## src/awr_pkg.sv

```systemverilog
// Purpose: Shared constants and types for the alarm window register bank.
// Assumes: Byte-wide register port with 8-bit addresses.
// Notes: Offsets are byte addresses in the device register map.
package awr_pkg;
   localparam logic [7:0] ADDR_P_WIN_HIGH = 8'h19;
   localparam logic [7:0] ADDR_P_WIN_LOW = 8'h1a;
   localparam logic [7:0] ADDR_TEMP_WIN = 8'h1b;
   localparam logic [7:0] RESET_BYTE = 8'h00;
   localparam int P_WIN_HIGH_MSB = 15;
   localparam int P_WIN_HIGH_LSB = 8;
   localparam int P_WIN_LOW_MSB = 7;
   localparam int P_WIN_LOW_LSB = 0;

   // Window unit select: whole meters or 2 Pa steps.
   typedef enum logic [1:0] {
      AWR_UNIT_METER = 2'b01,
      AWR_UNIT_2PA = 2'b10
   } awr_unit_t;

   // Register access request from the serial interface front end.
   typedef struct packed {
      logic wr;
      logic rd;
      logic [7:0] addr;
      logic [7:0] wdata;
   } awr_req_t;

   // Whole state of the register bank.
   typedef struct packed {
      logic [7:0] p_win_high;
      logic [7:0] p_win_low;
      logic [7:0] temp_win;
      logic [7:0] rdata;
      logic hit;
   } awr_state_t;
endpackage

```

## src/awr_alarm_window_registers.sv

```systemverilog
// Purpose: Alarm window registers for pressure/altitude and temperature.
// Assumes: Requests are synchronous to mclk and last one cycle each.
// Notes: Read data is registered and appears one cycle after the request.
`timescale 1ns/1ps
module awr_alarm_window_registers (
   // Clock and reset
   input wire logic mclk,
   input wire logic rst_n,
   // Register access
   input wire awr_pkg::awr_req_t req,
   output logic [7:0] rdata,
   output logic rhit,
   // Mode and window outputs to the alarm comparator
   input wire logic altimeter_mode,
   output logic [15:0] pressure_window,
   output logic [7:0] temperature_window,
   output awr_pkg::awr_unit_t pressure_window_unit
);
   awr_pkg::awr_state_t st;
   awr_pkg::awr_state_t next_st;

   function automatic logic addr_is(input logic [7:0] a, input logic [7:0] b);
      return a == b;
   endfunction

   // True for the three window addresses; every other address is unmapped.
   function automatic logic is_mapped(input logic [7:0] a);
      return addr_is(a, awr_pkg::ADDR_P_WIN_HIGH)
         || addr_is(a, awr_pkg::ADDR_P_WIN_LOW)
         || addr_is(a, awr_pkg::ADDR_TEMP_WIN);
   endfunction

   always_comb begin
      next_st = st;
      next_st.hit = 1'b0;
      // Only host writes and reset change the windows; nothing else touches them.
      if (req.wr) begin
         if (addr_is(req.addr, awr_pkg::ADDR_P_WIN_HIGH)) begin
            next_st.p_win_high = req.wdata;
         end
         if (addr_is(req.addr, awr_pkg::ADDR_P_WIN_LOW)) begin
            next_st.p_win_low = req.wdata;
         end
         if (addr_is(req.addr, awr_pkg::ADDR_TEMP_WIN)) begin
            next_st.temp_win = req.wdata;
         end
      end
      if (req.rd) begin
         next_st.hit = 1'b1;
         case (req.addr)
            awr_pkg::ADDR_P_WIN_HIGH: next_st.rdata = st.p_win_high;
            awr_pkg::ADDR_P_WIN_LOW: next_st.rdata = st.p_win_low;
            awr_pkg::ADDR_TEMP_WIN: next_st.rdata = st.temp_win;
            default: begin
               // Unmapped addresses read as zero and report no hit.
               next_st.rdata = 8'h00;
               next_st.hit = 1'b0;
            end
         endcase
      end
   end

   always_ff @(posedge mclk) begin
      if (!rst_n) begin
         st.p_win_high <= awr_pkg::RESET_BYTE;
         st.p_win_low <= awr_pkg::RESET_BYTE;
         st.temp_win <= awr_pkg::RESET_BYTE;
         st.rdata <= awr_pkg::RESET_BYTE;
         st.hit <= 1'b0;
      end else begin
         st <= next_st;
      end
   end

   assign rdata = st.rdata;
   assign rhit = st.hit;
   // Plain zero-extended concatenation: no sign bit anywhere.
   assign pressure_window = {st.p_win_high, st.p_win_low};
   assign temperature_window = st.temp_win;
   assign pressure_window_unit = altimeter_mode ? awr_pkg::AWR_UNIT_METER
                                                : awr_pkg::AWR_UNIT_2PA;
endmodule // awr_alarm_window_registers

```

## config.mk

```make
export PLATFORM = sky130hd
export DESIGN_NAME = awr_alarm_window_registers
export DESIGN_NICKNAME = d
export VERILOG_FILES = /design/src/awr_pkg.sv /design/src/awr_alarm_window_registers.sv
export SDC_FILE = /design/constraint.sdc
export NUM_CORES = 1
export LEC_CHECK = 0
export ABC_CLOCK_PERIOD_IN_PS = 2230
export BUFFER_PORTS_ARGS = -buffer_cell sky130_fd_sc_hd__buf_2
export CORE_MARGIN = 4
export CORE_UTILIZATION = 48
export CTS_CLUSTER_DIAMETER = 200
export CTS_CLUSTER_SIZE = 12
export DETAILED_ROUTE_END_ITERATION = 12
export PLACE_DENSITY = 0.88
export SYNTH_ARGS = -nofsm -noshare
export SYNTH_HDL_FRONTEND = slang
export SYNTH_SLANG_ARGS = --single-unit
```

## constraint.sdc

```tcl
create_clock -name mclk -period 2.23 [get_ports mclk]
set_clock_uncertainty 0.15 [all_clocks]
set_input_delay 0.1115 -clock mclk [delete_from_list [all_inputs] [get_ports mclk]]
set_output_delay 0.1115 -clock mclk [all_outputs]
set_load 0.02 [all_outputs]
```

==> impl_results.md <==
- Ys async rst share: 0
- Worst path required time: 2.35 ns
- RSZ-0062 raised after global routing: false
- Sum of routed wire length over all layers: 3703 um
- Wire length per cell: 14.75 um
- R2R setup slack: 0.92 ns
- Clock-pin slew reported for the worst setup and hold paths after clock tree synthesis: 0.10 ns
- Effective utilization at floorplan: 0.5202
- Count of unique library cells instantiated by Yosys: 20
- Area fraction in compound gates after synthesis: 0.1104
- Area share of fa/ha/maj cells after synthesis: 0
- Top cells by area in the synthesized netlist: sky130_fd_sc_hd__dfxtp_1 44%, sky130_fd_sc_hd__mux2i_1 16%, sky130_fd_sc_hd__nand2_1 8.3%
- Final worst path period need: 1.772 ns
- Share of cells above drive strength 1: 0.3780
- Number of max-cap violations: 0
- Final period utilization: 0.7948
- Count of mapped cells out of synthesis: 145
- Max Root-Sink Buffers: 2
- Top-level I/O count: 56
- Mean number of vias per cell: 5.287
- Global placement routability congestion: 0.7794
- Maximum clock frequency: 0.5642 GHz
- Mean instance size in the synthesized netlist: 10.32 um2
- Worst-Margin Slew: 0.6697 ns
- Clock root buffer: sky130_fd_sc_hd__clkbuf_4
- Largest net degree at the start of global routing: 42
- Final antenna diode count: 0
- Number of antenna violations at the first check in global routing: 0
- Number of CTS-inserted buffers: 5
- Simple-gate area share of the yosys netlist: 0.1839
- Worst-path cell with the longest stage delay: sky130_fd_sc_hd__nor3_4
- Path type of the worst min-delay path: in2reg
- Post-synth net total: 166
- Post-CTS setup-driven buffer insertion count: 0
- Worst path setup slack after routing: 0.4576 ns
- Dominant combinational cell family by area after synthesis: multiplexers
- Global route total overflow: 0
- Parity-gate share of the synthesized area counting xor and xnor cells: 0
- Result of the run: completed
- Buffers added on ports: 55
- Post-Place Setup Slack: 0.4265 ns
- Clock latency reported for the late side of the worst-skew pair: 0.34 ns
- Number of global-route vias before repair: 1201
- Slew HR: 0.5535
- Arrival time of the worst setup path: 1.89 ns
- CP max FO: 8
- Global-route wire length before repair: 6023 um
- Post-detailed-route count of antenna-violating nets: 0
- Most instantiated cells after synthesis: 33 x sky130_fd_sc_hd__dfxtp_1, 33 x sky130_fd_sc_hd__nand2_1, 24 x sky130_fd_sc_hd__mux2i_1
- Synth Flop Type: sky130_fd_sc_hd__dfxtp_1
- Rows: 19
- CP endpoint kind: flop
- CP cell instances: dlygate4sd3_1 > buf_2 > nand3b_1 > nor3_4 > mux2i_1
- Post-route DRC violation count: 0
- Number of enable flip-flop cells after synthesis: 0
- Area of the core: 2877 um2
- Number of hold violations in the final report: 0
- Die height: 63.84 um
- First-pass DRT Iterations: 5
- Power density relative to cell area: 538.6 nW/um2
- Post-DP HPWL: 2511 um
- Largest stage delay, worst path: 0.54 ns
- Startpoint Class: input pin
- Growth of design area from synthesis to finish: 30.94%
- Mux contribution to synthesized area: 0.2207
- Largest area contributor in the synthesized netlist: sky130_fd_sc_hd__dfxtp_1
- Number of nets in the finished design: 229
- Fraction of post-synthesis cell area in the top cell type by area: 0.4415
- Number of hold-repair buffers added at the cts stage: 9
- Share of synthesized area occupied by flip-flops and latches: 0.4415
- Final count of negative-setup-slack endpoints: 0
- CTS tree: yes
- Worst supply voltage drop on vdd: 0.0004539 V
- Clock sink count: 33
- Via total after detailed routing: 1327
- Pleak: 0.9763 nW
- Crit path kind: in2reg
- Post-synthesis instance area: 1496 um2
- Count of final max-slew check failures: 0
- Die footprint: 4075 um2
- Setup TNS after final layout: 0 ns
- Horiz. Die Dim: 63.84 um
- Number of gates given a new drive strength after cts: 0
- Depth of the CTS H-tree: 2
- DRT iter0 DRCs: 48
- Combined global-route utilization of all metal layers: 0.1889
- Synthesis-stage register bit count: 33
- Synth Warn #: 0
worst max-delay path: cells and delay by family:
family                 cells  cell delay, ns
AND/OR/NAND/NOR            2            0.84
multiplexers               1            0.26
buffers and inverters      2            0.68
worst paths after layout:
| path | from | to | cells after the start |
|---|---|---|---|
| max reg2reg | temperature_window[5] | rdata[5] | 3 |
| min reg2reg | pressure_window[14] | pressure_window[14] | 2 |
| min | req[11] | rhit | 4 |
| max | req[10] | temperature_window[0] | 5 |
sequential cells by signal, summed over array words and instances, names as in the netlist:
name and count:
pressure_window 16, rhit 1, rdata 8, temperature_window 8
per-layer routing:
metal | share of wire | vias to the layer above | track usage
met4 | 0.016 | 0 | 0.05660
met5 | 0 | - | 0
met3 | 0.078 | 6 | 0.05604
met2 | 0.50 | 56 | 0.3071
li1 | - | 638 | -
met1 | 0.41 | 627 | 0.2411
placed cells by master (no fill, tap or decap), types with 2 or more instances in the layout:
cell	netlist	final
sky130_fd_sc_hd__nor2b_1	9	9
sky130_fd_sc_hd__nand2_1	33	33
sky130_fd_sc_hd__clkbuf_4	0	5
sky130_fd_sc_hd__dlygate4sd3_1	0	9
sky130_fd_sc_hd__inv_1	3	3
sky130_fd_sc_hd__buf_4	1	3
sky130_fd_sc_hd__dfxtp_1	33	33
sky130_fd_sc_hd__a221o_1	8	8
sky130_fd_sc_hd__clkbuf_8	0	2
sky130_fd_sc_hd__nor4_4	2	2
sky130_fd_sc_hd__mux2_2	8	8
sky130_fd_sc_hd__mux2i_1	24	24
sky130_fd_sc_hd__o211a_1	8	8
sky130_fd_sc_hd__buf_2	1	55
through the flow:
stage / std cells / hold WS [ns] / util / cell area (um2) / total power [mW]
floorplan: 145 / 0.1478 / - / 1496 / 0.6446
global placement: 234 / 0.2725 / 0.6255 / 1799 / 0.6728
detailed placement: 234 / 0.2775 / 0.6255 / 1799 / 0.6734
CTS: 251 / 0.07429 / 0.6812 / 1959 / 1.066
global route: 251 / 0.1018 / 0.6812 / 1959 / 1.099
finish: 251 / 0.08529 / 0.6812 / 1959 / 1.055
cells by family after synthesis:
| kind of cell | count (synthesis) |
|---|---|
| AOI/OAI and AO/OA | 17 |
| buffers and inverters | 14 |
| DFF | 33 |
| muxes | 32 |
| and+or+nand+nor | 49 |
layout make-up:
class	instances	area, um2
flip-flops and latches	33	660.6
repair buffers	67	387.9
inverters	3	11.26
clock buffers	7	65.06
clock inverters	1	5.005
fillers	238	917.1
multi-input cells	98	777.0
well taps	42	52.55
where the power goes:
part	internal, mW	switching, mW	total, mW	leakage (nW)
logic	0.0333	0.0491	0.0825	0.669
registers	0.589	0.000414	0.590	0.266
clock network	0.183	0.201	0.383	0.0413
total	0.805	0.250	1.06	0.976
No activity file was read; power rests on OpenSTA's default activity.
